==> src/bank1_pkg.sv <==
// Package: offsets, masks, reset values and carrier structs of the bank-1 register map
package bank1_pkg;

  // APB address width; byte address = 4 * register index
  localparam int ADDR_W = 11;
  localparam int IDX_W  = 9;
  localparam int DW     = 8;
  localparam int PC_W   = 13;
  localparam int BUF_W  = 5;
  localparam int MEM_AW = 8;

  // Register indices
  localparam logic [7:0] IDX_WINDOW  = 8'h80;
  localparam logic [7:0] IDX_OPTION  = 8'h81;
  localparam logic [7:0] IDX_PCLOW   = 8'h82;
  localparam logic [7:0] IDX_STATUS  = 8'h83;
  localparam logic [7:0] IDX_POINTER = 8'h84;
  localparam logic [7:0] IDX_PORT_A_DIRECTION   = 8'h85;
  localparam logic [7:0] IDX_PORT_B_DIRECTION   = 8'h86;
  localparam logic [7:0] IDX_PORT_C_DIRECTION   = 8'h87;
  localparam logic [7:0] IDX_UPBUF   = 8'h8a;
  localparam logic [7:0] IDX_INTCTL  = 8'h8b;
  localparam logic [7:0] IDX_PERIPHERAL_IRQ_ENABLE_ONE    = 8'h8c;
  localparam logic [7:0] IDX_PERIPHERAL_IRQ_ENABLE_TWO    = 8'h8d;
  localparam logic [7:0] IDX_RCAUSE  = 8'h8e;
  localparam logic [7:0] IDX_SSPCTL2 = 8'h91;
  localparam logic [7:0] IDX_PERIOD  = 8'h92;
  localparam logic [7:0] IDX_SSPADDR = 8'h93;
  localparam logic [7:0] IDX_SERIAL_PORT_STATE = 8'h94;
  localparam logic [7:0] IDX_CONVERTER_RESULT_LOW  = 8'h9e;
  localparam logic [7:0] IDX_ADCFG1  = 8'h9f;

  // Writable bit masks and hardware-set interrupt flags; other enable and ADCFG1 bits read zero, other status and SSPCTL2 bits stay hardware-owned
  localparam logic [7:0] MASK_STATUS_W  = 8'he7;
  localparam logic [7:0] MASK_PERIPHERAL_IRQ_ENABLE_ONE      = 8'h4f;
  localparam logic [7:0] MASK_PERIPHERAL_IRQ_ENABLE_TWO      = 8'h18;
  localparam logic [7:0] MASK_ADCFG1    = 8'h8f;
  localparam logic [7:0] MASK_SSPCTL2_W = 8'hbf;
  localparam logic [7:0] MASK_INT_FLAGS = 8'h07;

  // Bit positions
  localparam int STATUS_TO      = 4;
  localparam int STATUS_PD      = 3;
  localparam int RCAUSE_POR     = 1;
  localparam int RCAUSE_BOR     = 0;
  localparam int SSPCTL2_ACKSTS = 6;
  localparam int SERIAL_PORT_STATE_CTL_LO = 6;

  // Register state carried to the peripherals and core
  typedef struct packed {
    logic [7:0] option;
    logic [7:0] status;
    logic [7:0] pointer;
    logic [5:0] port_a_direction;
    logic [7:0] port_b_direction;
    logic [7:0] port_c_direction;
    logic [7:0] intctl;
    logic [7:0] peripheral_irq_enable_one;
    logic [7:0] peripheral_irq_enable_two;
    logic [1:0] rcause;
    logic [7:0] sspctl2;
    logic [7:0] period;
    logic [7:0] sspaddr;
    logic [1:0] serial_port_state_ctl;
    logic [7:0] adcfg1;
  } regs_t;

  // Hardware events and read-only status from the core and peripherals
  typedef struct packed {
    logic       alu_we;
    logic [2:0] alu_flags;
    logic       wdt_timeout;
    logic       sleep_entry;
    logic [2:0] irq_set;
    logic       bor_event;
    logic       ack_status;
    logic [5:0] ssp_state;
    logic [7:0] conv_low;
  } hw_in_t;

  // Power-on / brown-out values
  localparam regs_t REGS_RST = '{
    option: 8'hff, status: 8'h18, pointer: 8'h00, port_a_direction: 6'h3f,
    port_b_direction: 8'hff, port_c_direction: 8'hff, intctl: 8'h00, peripheral_irq_enable_one: 8'h00,
    peripheral_irq_enable_two: 8'h00, rcause: 2'h0, sspctl2: 8'h00, period: 8'hff,
    sspaddr: 8'h00, serial_port_state_ctl: 2'h0, adcfg1: 8'h00};

endpackage : bank1_pkg

==> src/bank1_regs.sv <==
// Bank-1 special register map behind an APB slave
//
// What this block does
// - Unimplemented addresses and bits read as zero and ignore writes.
// - Only the program counter low byte is in the map; its upper bits are not.
// - A 5-bit buffer holds counter bits 12..8 and is copied in only on a low-byte write.
// - Window, counter low byte, status, pointer, buffer and interrupt control decode from every bank.
// - The window address reads or writes data memory at the pointer, not a register.
// - The option register loads all ones on power-on or brown-out reset.
//
// Bus timing: a setup cycle, then two access cycles; pready rises in the second.
// The wait state lets a window read launched in setup come back out of the
// memory's output flop before read data is captured, so every index answers
// alike and the read mux never waits on the memory array itself.
// Writes land at the edge that completes the transfer; read data is captured
// after the first access cycle and stays on prdata until the next read.
// A low clock enable freezes the handshake as well: a low pready waits, but once pready is high the transfer completes and its write is dropped.
// Limitation: the window reaches 256 bytes at the pointer; the bank-select
// bits of the status do not widen it.
`timescale 1ns/1ns
`default_nettype none
module bank1_regs #(
  parameter int MEM_AW = bank1_pkg::MEM_AW
) (
  // Clock, reset, enable
  input  wire logic                        pclk,
  input  wire logic                        presetn,
  input  wire logic                        ce,
  // APB slave
  input  wire logic                        psel,
  input  wire logic                        penable,
  input  wire logic                        pwrite,
  input  wire logic [bank1_pkg::ADDR_W-1:0] paddr,
  input  wire logic [31:0]                 pwdata,
  output logic      [31:0]                 prdata,
  output logic                             pready,
  output logic                             pslverr,
  // Core and peripheral side
  input  wire logic                        pc_advance,
  input  wire bank1_pkg::hw_in_t           hw_in,
  output bank1_pkg::regs_t                 cfg,
  output logic      [bank1_pkg::PC_W-1:0]  pc,
  output logic      [bank1_pkg::BUF_W-1:0] upper_address_buffer
);

  bank1_pkg::regs_t regs_q;
  bank1_pkg::regs_t regs_d;

  logic                      ack_q;
  logic                      ack_d;
  logic [7:0]                rdat_q;
  logic [7:0]                rdat_d;
  logic [7:0]                rd_c;
  logic [bank1_pkg::IDX_W-1:0] idx;
  logic                      setup;
  logic                      first_acc;
  logic                      done;
  logic                      wr;
  logic [7:0]                wb;
  logic                      win_blocked;
  logic                      mem_rd;
  logic                      mem_wr;
  logic [7:0]                mem_rdata;
  logic [bank1_pkg::PC_W-1:0]  pc_q;
  logic [bank1_pkg::BUF_W-1:0] buf_q;
  // Mirrored core registers, decoded once
  logic                      sel_window;
  logic                      sel_pclow;
  logic                      sel_status;
  logic                      sel_pointer;
  logic                      sel_upbuf;
  logic                      sel_intctl;

  // Address match; mirrored registers ignore the bank bits
  function automatic logic hit(input logic [bank1_pkg::IDX_W-1:0] a,
                               input logic [7:0] off,
                               input logic mirrored);
    if (mirrored) begin
      hit = (a[6:0] == off[6:0]);
    end else begin
      hit = (a == {1'b0, off});
    end
  endfunction : hit

  // Pointer naming the window itself blocks the memory write and reads zero
  function automatic logic self_ref(input logic [7:0] p);
    self_ref = (p[6:0] == bank1_pkg::IDX_WINDOW[6:0]);
  endfunction : self_ref

  // Software bits from the write, hardware-only bits kept
  function automatic logic [7:0] merge(input logic [7:0] w,
                                       input logic [7:0] old,
                                       input logic [7:0] mask);
    merge = (w & mask) | (old & ~mask);
  endfunction : merge

  // Core registers answer at the same low index in every bank
  assign sel_window  = hit(idx, bank1_pkg::IDX_WINDOW, 1'b1);
  assign sel_pclow   = hit(idx, bank1_pkg::IDX_PCLOW, 1'b1);
  assign sel_status  = hit(idx, bank1_pkg::IDX_STATUS, 1'b1);
  assign sel_pointer = hit(idx, bank1_pkg::IDX_POINTER, 1'b1);
  assign sel_upbuf   = hit(idx, bank1_pkg::IDX_UPBUF, 1'b1);
  assign sel_intctl  = hit(idx, bank1_pkg::IDX_INTCTL, 1'b1);

  // APB phases; one wait state lets the memory read settle in a flop
  assign idx         = paddr[bank1_pkg::ADDR_W-1:2];
  assign setup       = psel && !penable;
  assign first_acc   = psel && penable && !ack_q;
  assign done        = psel && penable && ack_q;
  assign wr          = done && pwrite;
  assign wb          = pwdata[7:0];
  assign pready      = penable && ack_q;
  assign pslverr     = 1'b0;
  assign prdata      = {24'h000000, rdat_q};
  assign win_blocked = self_ref(regs_q.pointer);

  // Indirect window goes to memory at the pointer
  assign mem_rd = setup && !pwrite && sel_window;
  assign mem_wr = wr && sel_window && !win_blocked;

  data_ram #(
    .AW (MEM_AW),
    .DW (8)
  ) u_ram (
    .pclk    (pclk),
    .ce      (ce),
    .rd_en   (mem_rd),
    .wr_en   (mem_wr),
    .addr    (regs_q.pointer[MEM_AW-1:0]),
    .wdata   (wb),
    .rdata_q (mem_rdata)
  );

  // Counter low byte in the map, upper bits only through the buffer
  pc_unit #(
    .PC_W  (bank1_pkg::PC_W),
    .BUF_W (bank1_pkg::BUF_W)
  ) u_pc (
    .pclk    (pclk),
    .presetn (presetn),
    .ce      (ce),
    .advance (pc_advance),
    .low_we  (wr && sel_pclow),
    .buf_we  (wr && sel_upbuf),
    .wdata   (wb),
    .pc_q    (pc_q),
    .buf_q   (buf_q)
  );

  assign pc                   = pc_q;
  assign upper_address_buffer = buf_q;
  assign cfg                  = regs_q;

  // Read mux; anything not decoded reads zero
  always_comb begin
    rd_c = 8'h00;
    if (sel_window) begin
      rd_c = win_blocked ? 8'h00 : mem_rdata;
    end else if (sel_pclow) begin
      rd_c = pc_q[7:0];
    end else if (sel_status) begin
      rd_c = regs_q.status;
    end else if (sel_pointer) begin
      rd_c = regs_q.pointer;
    end else if (sel_upbuf) begin
      rd_c = {3'b000, buf_q};
    end else if (sel_intctl) begin
      rd_c = regs_q.intctl;
    end else if (hit(idx, bank1_pkg::IDX_OPTION, 1'b0)) begin
      rd_c = regs_q.option;
    end else if (hit(idx, bank1_pkg::IDX_PORT_A_DIRECTION, 1'b0)) begin
      rd_c = {2'b00, regs_q.port_a_direction};
    end else if (hit(idx, bank1_pkg::IDX_PORT_B_DIRECTION, 1'b0)) begin
      rd_c = regs_q.port_b_direction;
    end else if (hit(idx, bank1_pkg::IDX_PORT_C_DIRECTION, 1'b0)) begin
      rd_c = regs_q.port_c_direction;
    end else if (hit(idx, bank1_pkg::IDX_PERIPHERAL_IRQ_ENABLE_ONE, 1'b0)) begin
      rd_c = regs_q.peripheral_irq_enable_one & bank1_pkg::MASK_PERIPHERAL_IRQ_ENABLE_ONE;
    end else if (hit(idx, bank1_pkg::IDX_PERIPHERAL_IRQ_ENABLE_TWO, 1'b0)) begin
      rd_c = regs_q.peripheral_irq_enable_two & bank1_pkg::MASK_PERIPHERAL_IRQ_ENABLE_TWO;
    end else if (hit(idx, bank1_pkg::IDX_RCAUSE, 1'b0)) begin
      rd_c = {6'b000000, regs_q.rcause};
    end else if (hit(idx, bank1_pkg::IDX_SSPCTL2, 1'b0)) begin
      rd_c = regs_q.sspctl2;
    end else if (hit(idx, bank1_pkg::IDX_PERIOD, 1'b0)) begin
      rd_c = regs_q.period;
    end else if (hit(idx, bank1_pkg::IDX_SSPADDR, 1'b0)) begin
      rd_c = regs_q.sspaddr;
    end else if (hit(idx, bank1_pkg::IDX_SERIAL_PORT_STATE, 1'b0)) begin
      rd_c = {regs_q.serial_port_state_ctl, hw_in.ssp_state};
    end else if (hit(idx, bank1_pkg::IDX_CONVERTER_RESULT_LOW, 1'b0)) begin
      rd_c = hw_in.conv_low;
    end else if (hit(idx, bank1_pkg::IDX_ADCFG1, 1'b0)) begin
      rd_c = regs_q.adcfg1 & bank1_pkg::MASK_ADCFG1;
    end
  end

  // Handshake and read data capture
  always_comb begin
    ack_d  = ack_q ? 1'b0 : (psel && penable);
    rdat_d = rdat_q;
    if (first_acc && !pwrite) begin
      rdat_d = rd_c;
    end
  end

  // Register writes, then hardware events; hardware wins a tie
  always_comb begin
    regs_d = regs_q;
    if (wr) begin
      // Mirrored core registers
      if (sel_status) begin
        // Timeout and power-down bits are hardware-only
        regs_d.status = merge(wb, regs_q.status, bank1_pkg::MASK_STATUS_W);
      end
      if (sel_pointer) begin
        regs_d.pointer = wb;
      end
      if (sel_intctl) begin
        regs_d.intctl = wb;
      end
      // Bank-1 only registers
      if (hit(idx, bank1_pkg::IDX_OPTION, 1'b0)) begin
        regs_d.option = wb;
      end
      if (hit(idx, bank1_pkg::IDX_PORT_A_DIRECTION, 1'b0)) begin
        regs_d.port_a_direction = wb[5:0];
      end
      if (hit(idx, bank1_pkg::IDX_PORT_B_DIRECTION, 1'b0)) begin
        regs_d.port_b_direction = wb;
      end
      if (hit(idx, bank1_pkg::IDX_PORT_C_DIRECTION, 1'b0)) begin
        regs_d.port_c_direction = wb;
      end
      if (hit(idx, bank1_pkg::IDX_PERIPHERAL_IRQ_ENABLE_ONE, 1'b0)) begin
        regs_d.peripheral_irq_enable_one = wb & bank1_pkg::MASK_PERIPHERAL_IRQ_ENABLE_ONE;
      end
      if (hit(idx, bank1_pkg::IDX_PERIPHERAL_IRQ_ENABLE_TWO, 1'b0)) begin
        regs_d.peripheral_irq_enable_two = wb & bank1_pkg::MASK_PERIPHERAL_IRQ_ENABLE_TWO;
      end
      if (hit(idx, bank1_pkg::IDX_RCAUSE, 1'b0)) begin
        regs_d.rcause = wb[1:0];
      end
      if (hit(idx, bank1_pkg::IDX_SSPCTL2, 1'b0)) begin
        regs_d.sspctl2 = merge(wb, regs_q.sspctl2, bank1_pkg::MASK_SSPCTL2_W);
      end
      if (hit(idx, bank1_pkg::IDX_PERIOD, 1'b0)) begin
        regs_d.period = wb;
      end
      if (hit(idx, bank1_pkg::IDX_SSPADDR, 1'b0)) begin
        regs_d.sspaddr = wb;
      end
      if (hit(idx, bank1_pkg::IDX_SERIAL_PORT_STATE, 1'b0)) begin
        regs_d.serial_port_state_ctl = wb[7:bank1_pkg::SERIAL_PORT_STATE_CTL_LO];
      end
      if (hit(idx, bank1_pkg::IDX_ADCFG1, 1'b0)) begin
        regs_d.adcfg1 = wb & bank1_pkg::MASK_ADCFG1;
      end
    end
    // Core results overwrite a simultaneous software write
    if (hw_in.alu_we) begin
      regs_d.status[2:0] = hw_in.alu_flags;
    end
    if (hw_in.wdt_timeout) begin
      regs_d.status[bank1_pkg::STATUS_TO] = 1'b0;
    end
    if (hw_in.sleep_entry) begin
      regs_d.status[bank1_pkg::STATUS_PD] = 1'b0;
    end
    // Interrupt flags: a set in the clearing cycle is kept
    regs_d.intctl = regs_d.intctl | ({5'b00000, hw_in.irq_set} & bank1_pkg::MASK_INT_FLAGS);
    if (hw_in.bor_event) begin
      regs_d.rcause[bank1_pkg::RCAUSE_BOR] = 1'b0;
    end
    regs_d.sspctl2[bank1_pkg::SSPCTL2_ACKSTS] = hw_in.ack_status;
  end

  // Defined values load on power-on or brown-out reset
  always_ff @(posedge pclk or negedge presetn) begin
    if (!presetn) begin
      regs_q <= bank1_pkg::REGS_RST;
    end else if (ce) begin
      regs_q <= regs_d;
    end
  end

  // Handshake flop and captured read data; cleared so no word from before reset shows
  always_ff @(posedge pclk or negedge presetn) begin
    if (!presetn) begin
      ack_q  <= 1'b0;
      rdat_q <= 8'h00;
    end else if (ce) begin
      ack_q  <= ack_d;
      rdat_q <= rdat_d;
    end
  end

endmodule : bank1_regs
`default_nettype wire

==> src/data_ram.sv <==
// Data memory reached through the indirect window, registered read
`timescale 1ns/1ns
`default_nettype none
module data_ram #(
  parameter int AW = 8,
  parameter int DW = 8
) (
  // Clock
  input  wire logic          pclk,
  input  wire logic          ce,
  // Access
  input  wire logic          rd_en,
  input  wire logic          wr_en,
  input  wire logic [AW-1:0] addr,
  input  wire logic [DW-1:0] wdata,
  output logic      [DW-1:0] rdata_q
);

  logic [DW-1:0] mem [2**AW];

  // Contents are unknown after reset, as the device documents
  always_ff @(posedge pclk) begin
    if (ce && wr_en) begin
      mem[addr] <= wdata;
    end
    if (ce && rd_en) begin
      rdata_q <= mem[addr];
    end
  end

endmodule : data_ram
`default_nettype wire

==> src/pc_unit.sv <==
// Program counter with low-byte load and upper-address holding buffer
`timescale 1ns/1ns
`default_nettype none
module pc_unit #(
  parameter int PC_W  = 13,
  parameter int BUF_W = 5
) (
  // Clock and reset
  input  wire logic             pclk,
  input  wire logic             presetn,
  input  wire logic             ce,
  // Core and bus strobes
  input  wire logic             advance,
  input  wire logic             low_we,
  input  wire logic             buf_we,
  input  wire logic [7:0]       wdata,
  // State
  output logic      [PC_W-1:0]  pc_q,
  output logic      [BUF_W-1:0] buf_q
);

  logic [PC_W-1:0]  pc_d;
  logic [BUF_W-1:0] buf_d;

  // Low-byte write jumps, taking the upper bits from the buffer
  always_comb begin
    pc_d  = pc_q;
    buf_d = buf_q;
    if (buf_we) begin
      buf_d = wdata[BUF_W-1:0];
    end
    if (low_we) begin
      pc_d = {buf_q, wdata};
    end else if (advance) begin
      pc_d = pc_q + PC_W'(1);
    end
  end

  always_ff @(posedge pclk or negedge presetn) begin
    if (!presetn) begin
      pc_q  <= '0;
      buf_q <= '0;
    end else if (ce) begin
      pc_q  <= pc_d;
      buf_q <= buf_d;
    end
  end

endmodule : pc_unit
`default_nettype wire

==> config.mk <==
export PLATFORM = sky130hd
export DESIGN_NAME = bank1_regs
export DESIGN_NICKNAME = d
export VERILOG_FILES = /design/src/bank1_pkg.sv /design/src/bank1_regs.sv /design/src/data_ram.sv /design/src/pc_unit.sv
export SDC_FILE = /design/constraint.sdc
export NUM_CORES = 2
export LEC_CHECK = 0
export ABC_AREA = 0
export BUFFER_PORTS_ARGS = -buffer_cell sky130_fd_sc_hd__buf_2
export CAP_MARGIN = 30
export CORE_UTILIZATION = 60
export DETAILED_ROUTE_END_ITERATION = 8
export GPL_ROUTABILITY_DRIVEN = 1
export PLACE_DENSITY = 0.76
export SKIP_CTS_REPAIR_TIMING = 1
export SYNTH_ARGS = -nofsm -noshare
export SYNTH_HDL_FRONTEND = slang
export SYNTH_SLANG_ARGS = --single-unit
==> constraint.sdc <==
create_clock -name pclk -period 4.6 [get_ports pclk]
set_input_delay 1.38 -clock pclk [delete_from_list [all_inputs] [get_ports pclk]]
set_output_delay 1.38 -clock pclk [all_outputs]
set_load 0.01 [all_outputs]
After elaboration in Yosys (flattened, before gate mapping)

Memory sizes are Yosys's and may differ from the RTL's. A register that Yosys moved wholly into a read port is not among the register bits.
Index checks and enable logic that the tools add are counted.
W data, S select, Z words.

Bits in registers: 121
Memory bits (writable): 2048
Bits of input ports: 75
Output and inout bits: 158
Word-level logic and storage cells: 310
Memories: 1

$add $sub $neg: 1
Eq/ne operators: 18
Mux-type cells: 212
Bitwise operators: 3
Reductions and logical operators: 51

Memory list:

| name      | depth | bits a word | rd ports | clocked after Yosys merged registers in | wr ports | RTL line       | text |
|---|---|---|---|---|---|---|---|
| u_ram.mem | 256   | 8           | 1        | 1                                       | 1        | data_ram.sv:19 | `logic [DW-1:0] mem [2**AW];` |

Operators with widths:

| operator                | number |
|---|---|
| $mux W8                 | 28 |
| $mux W1                 | 174 |
| $eq A9 B8 Y1 const B    | 13 |
| $mux W95                | 1 |
| $reduce_and A3 Y1       | 18 |
| $mux W13                | 2 |
| $reduce_bool A2 Y1      | 9 |
| $logic_and A1 B1 Y1     | 15 |
| $eq A7 B2 Y1 const B    | 2 |
| $eq A7 B4 Y1 const B    | 2 |
| $logic_not A7 Y1        | 2 |
| $add A13 B1 Y13 const B | 1 |
| $mux W5                 | 2 |
| $or A8 B3 Y8            | 1 |
| $or A8 B5 Y8            | 1 |
| $or A8 B7 Y8            | 1 |
| $eq A7 B3 Y1 const B    | 1 |
| $mux W7                 | 1 |
| $mux W6                 | 1 |
| $reduce_and A2 Y1       | 3 |
| $logic_not A1 Y1        | 4 |
| $mux W2                 | 2 |
| $mux W3                 | 1 |

Depth between registers and ports, before layout

Word-level depth: 176
Mapped depth: 13
Depth with buffers taken out: 7

Hierarchy

From an unflattened synthesis, not the netlist that was laid out.

Cell total of the unflattened synthesis: 4221
Area, all modules: 85548.3 sq um

By module, submodules not included:

| module     | times used | cells an instance | area an instance (sq um) | sequential area each (sq um) |
|---|---|---|---|---|
| data_ram   | 1          | 3526              | 78376.4                  | 61739.2 |
| bank1_regs | 1          | 590               | 6153.4                   | 2627.5 |
| pc_unit    | 1          | 105               | 1018.5                   | 450.4 |

Worst setup path before layout

OpenSTA, ideal clock, no wires.

Kind: in2reg
Start: in paddr[6] (netlist name)
End: mem u_ram.mem[62][0] (enable)
Library setup time: 0.370 ns
Data arrival time: 3.482 ns
Required time: 4.230 ns
Path slack: 0.747 ns
Cell stages on the path: 9
Buffers on the path: 3
Cells stage by stage: or3_1 > clkbuf_1 > nor2_1 > o311a_1 > nor2b_1 > clkbuf_1 > nand3_1 > clkbuf_1 > nor2_1

Word-level cells in the longest chain between the ends: 6

Ends and longest elaborated chain:

| what                             | RTL line          | text |
|---|---|---|
| start, declared                  | bank1_regs.sv:33  | `input wire logic [bank1_pkg::ADDR_W-1:0] paddr,` |
| $logic_not A7 Y1                 | bank1_regs.sv:79  | `hit = (a[6:0] == off[6:0]);` |
| $logic_and A1 B1 Y1 (2 in a row) | bank1_regs.sv:119 | `assign mem_wr = wr && sel_window && !win_blocked;` |
| $logic_and A1 B1 Y1              | data_ram.sv:23    | `if (ce && wr_en) begin` |
| $mux W1                          | data_ram.sv:23    |  |
| $mux W1 (implied by the code)    | data_ram.sv:24    | `mem[addr] <= wdata;` |
| end, declared                    | data_ram.sv:19    |  |

Every way passes these cells.

==> out/metrics.csv <==
metric;value;unit
outcome;finished clean;
switchingPower;0.00799;W
period_needed;4340;ps
cp-end-kind;flop;
startpoint_type;flop;
cts_htree_levels;4;
drc;0;
dp_cells;6480;
vias_per_cell;6.84;
finalSetupViolCount;0;
gp_congestion;0.961;
num_rows;138;
whs_endpoint;cfg[93];
syn-instance-count;4195;
pin_count;233;
place.detailed.hpwl;139;mm
postRouteAntennaNets;0;
fin_ws;256;ps
slowest_stage;dfrtp_4;
skew;39.0;ps
r2r-end;u_ram.rdata_q[4];
grt_max_degree;133;
crit_arrival;4820;ps
grt_first_pass_wirelength;326;mm
synth_cell_types;70;
cp_slowest_stage_delay;820;ps
wl_per_cell;33.2;um
pwr-share-comb;2.2;%
worstPathRequired;5080;ps
grt_antenna_before_repair;5;
vias;46900;
ir_drop;399;uV
leakage;31.6;nW
fp.dieH;380;um
fin_crit_sh;94.4;%
final_nets;4875;
totalWireLength;228;mm
maxCapViolCount;0;
drtPass1Iterations;6;
grt_pass1_vias;46100;
area_growth;14.7;%
path_common_cell;buf_4;
worstMarginPinSlew;1080;ps
port_buffers;169;
clkPwrFrac;42.2;%
hp-class;flop to flop;
cp_num_buf_inv;2;
die_width;380;um
grt_setup_unrepaired;false;
yosysWarnings;0;
coreArea;142000;sq um
ys_ff_latch;2177;
synth_area_per_cell;20.5;sq um
async_flop_share;5.56;%
hold_path_depth;1;
synthTopCellsByCount;edfxtp_1, mux4_2, nor2_1, clkbuf_1, nand2_1;
crit_fanout;17;
powerDensity;399;nW/um^2
synth_most_common_cell;edfxtp_1;
path_cells;buf_4 -> buf_4 -> mux4_2 -> a22o_1 -> a221oi_1 -> o22ai_1 -> o21ai_0 -> o211ai_1;
r2r-start;cfg[82];
worst_path_dominant_cell_family;compound AO/OA/AOI/OAI gates;
post_dp_cell_area;91900;sq um
timing.fmax;0.230;GHz
clkTransAtPathRegs;60;ps
cts_root_buf;clkbuf_16;
finalSetupTns;0;ps
fillerInstances;8236;
drt_iter0_markers;7512;
die_area;145000;sq um
cts_tree;yes;
switching_share;20.3;%
slew_headroom;28.1;%
synth_edf_count;2056;
post_route_cells_drive_above_1_share;33.2;%
max-clock-path-buffers;3;
hold_violations;0;
internal_power;0.0313;W
min_from;cfg[93];
clk_latency;840;ps
overflow;0;
dpl_worst_slack;326;ps
track_usage;31.7;%
final_area;98600;sq um
synth_top_flop_cell;edfxtp_1;
rr_worst_depth;8;
pwr-share-seq;55.6;%
synth_area;85900;sq um
final-max-slew-violation-count;0;
yosysTopAreaCellShare;71.8;%
seq_area_frac_synth;75.4;%
final_util;69.5;%
start_util;60.6;%
fin_cells;6864;
rrSetupSlack;260;ps
cts_buffers;205;
critPathKind;flop to flop;
synth_area_leaders;edfxtp_1, mux4_2, dfrtp_1;
clock_sinks;2177;
yosys.area.top_type;edfxtp_1;
## through the flow
step           hold slack (ps)  total power (W)
6_report                   512           0.0393
4_1_cts                    504           0.0394
3_3_place_gp               496           0.0231
3_5_place_dp               506           0.0231
2_1_floorplan              494           0.0225
5_1_grt                    535           0.0401
## cells in the final DEF, fill, tap and decap left out, drive strengths merged, types with 40 or more instances in the layout
cell type,count
buf,625
clkbuf,263
conb,53
mux4,559
nor3,42
dfrtp,81
nand3,58
o21ai,50
clkinv,89
mux2i,55
mux2,98
nor2,318
edfxtp,2056
nand2,108
a21oi,91
dfstp,40
a22oi,77
## kinds of logic (layout without fill, tap and decap cells)
kind of cell	after synthesis	in the layout	share of synthesized area [%]
AOI/OAI and AO/OA	375	375	2.98
xor gates and xnor gates	1	1	0.0102
adders and majority gates	1	1	0.0146
buffers and inverters	296	1020	1.74
DFF	2177	2177	75.4
muxes	712	712	16.6
other	1	56	0.00436
and+or+nand+nor	632	632	3.27
## metal layers
layer	GRT usage (%)	wire [um]	vias to the layer above
li1	-	-	18500
met5	0	34	-
met2	49.1	108000	3544
met3	7.48	27500	558
met4	13.1	10300	6
met1	44.0	82200	24300
## worst register-to-register path: stages (launching register included)
cell	delay, ps
dfrtp_4	820
buf_4	320
buf_4	310
mux4_2	570
a22o_1	280
a221oi_1	390
o22ai_1	210
o21ai_0	680
o211ai_1	400
## registers in the layout, indices dropped and copies added, names as in the netlist
name           flops
u_ram.rdata_q      8
u_pc.pc_q         13
cfg               94
ack_q              1
rdat_q             8
u_ram.mem       2048
u_pc.buf_q         5
## layout make-up
cell class | instances | area (sq um) | share of cell area (%)
Tap cell | 1890 | 2360 | 2.40
Clock buffer | 254 | 5410 | 5.49
Antenna cell | 3 | 7.51 | 0.00762
Inverter | 7 | 26.3 | 0.0267
Timing Repair Buffer | 634 | 4860 | 4.94
Multi-Input combinational cell | 1774 | 19900 | 20.2
Sequential cell | 2177 | 64800 | 65.8
Clock inverter | 125 | 1170 | 1.19
## worst max path at each step
| stage | start | end | slack [ps] | cells past startpoint |
|---|---|---|---|---|
| global route | cfg[82] | u_ram.rdata_q[2] | 300 | 8 |
| detailed placement | paddr[6] | u_ram.mem[221][3] | 330 | 10 |
| global placement | paddr[6] | u_ram.mem[221][3] | 360 | 10 |
| finish | cfg[82] | u_ram.rdata_q[4] | 260 | 8 |
| CTS | cfg[82] | u_ram.rdata_q[2] | 370 | 8 |
| floorplan | paddr[6] | u_ram.mem[62][0] | 750 | 9 |
## power groups by stage
| stage | Combinational (W) | Clock, W | Sequential (W) |
|---|---|---|---|
| final | 0.000863 | 0.0166 | 0.0218 |
| after global routing | 0.000914 | 0.0174 | 0.0218 |
| after CTS | 0.000850 | 0.0167 | 0.0218 |
| after detailed placement | 0.000845 | 0 | 0.0222 |
| after global placement | 0.000815 | 0 | 0.0222 |
| after floorplan | 0.000279 | 0 | 0.0222 |
(Power assumes the default switching activity.)
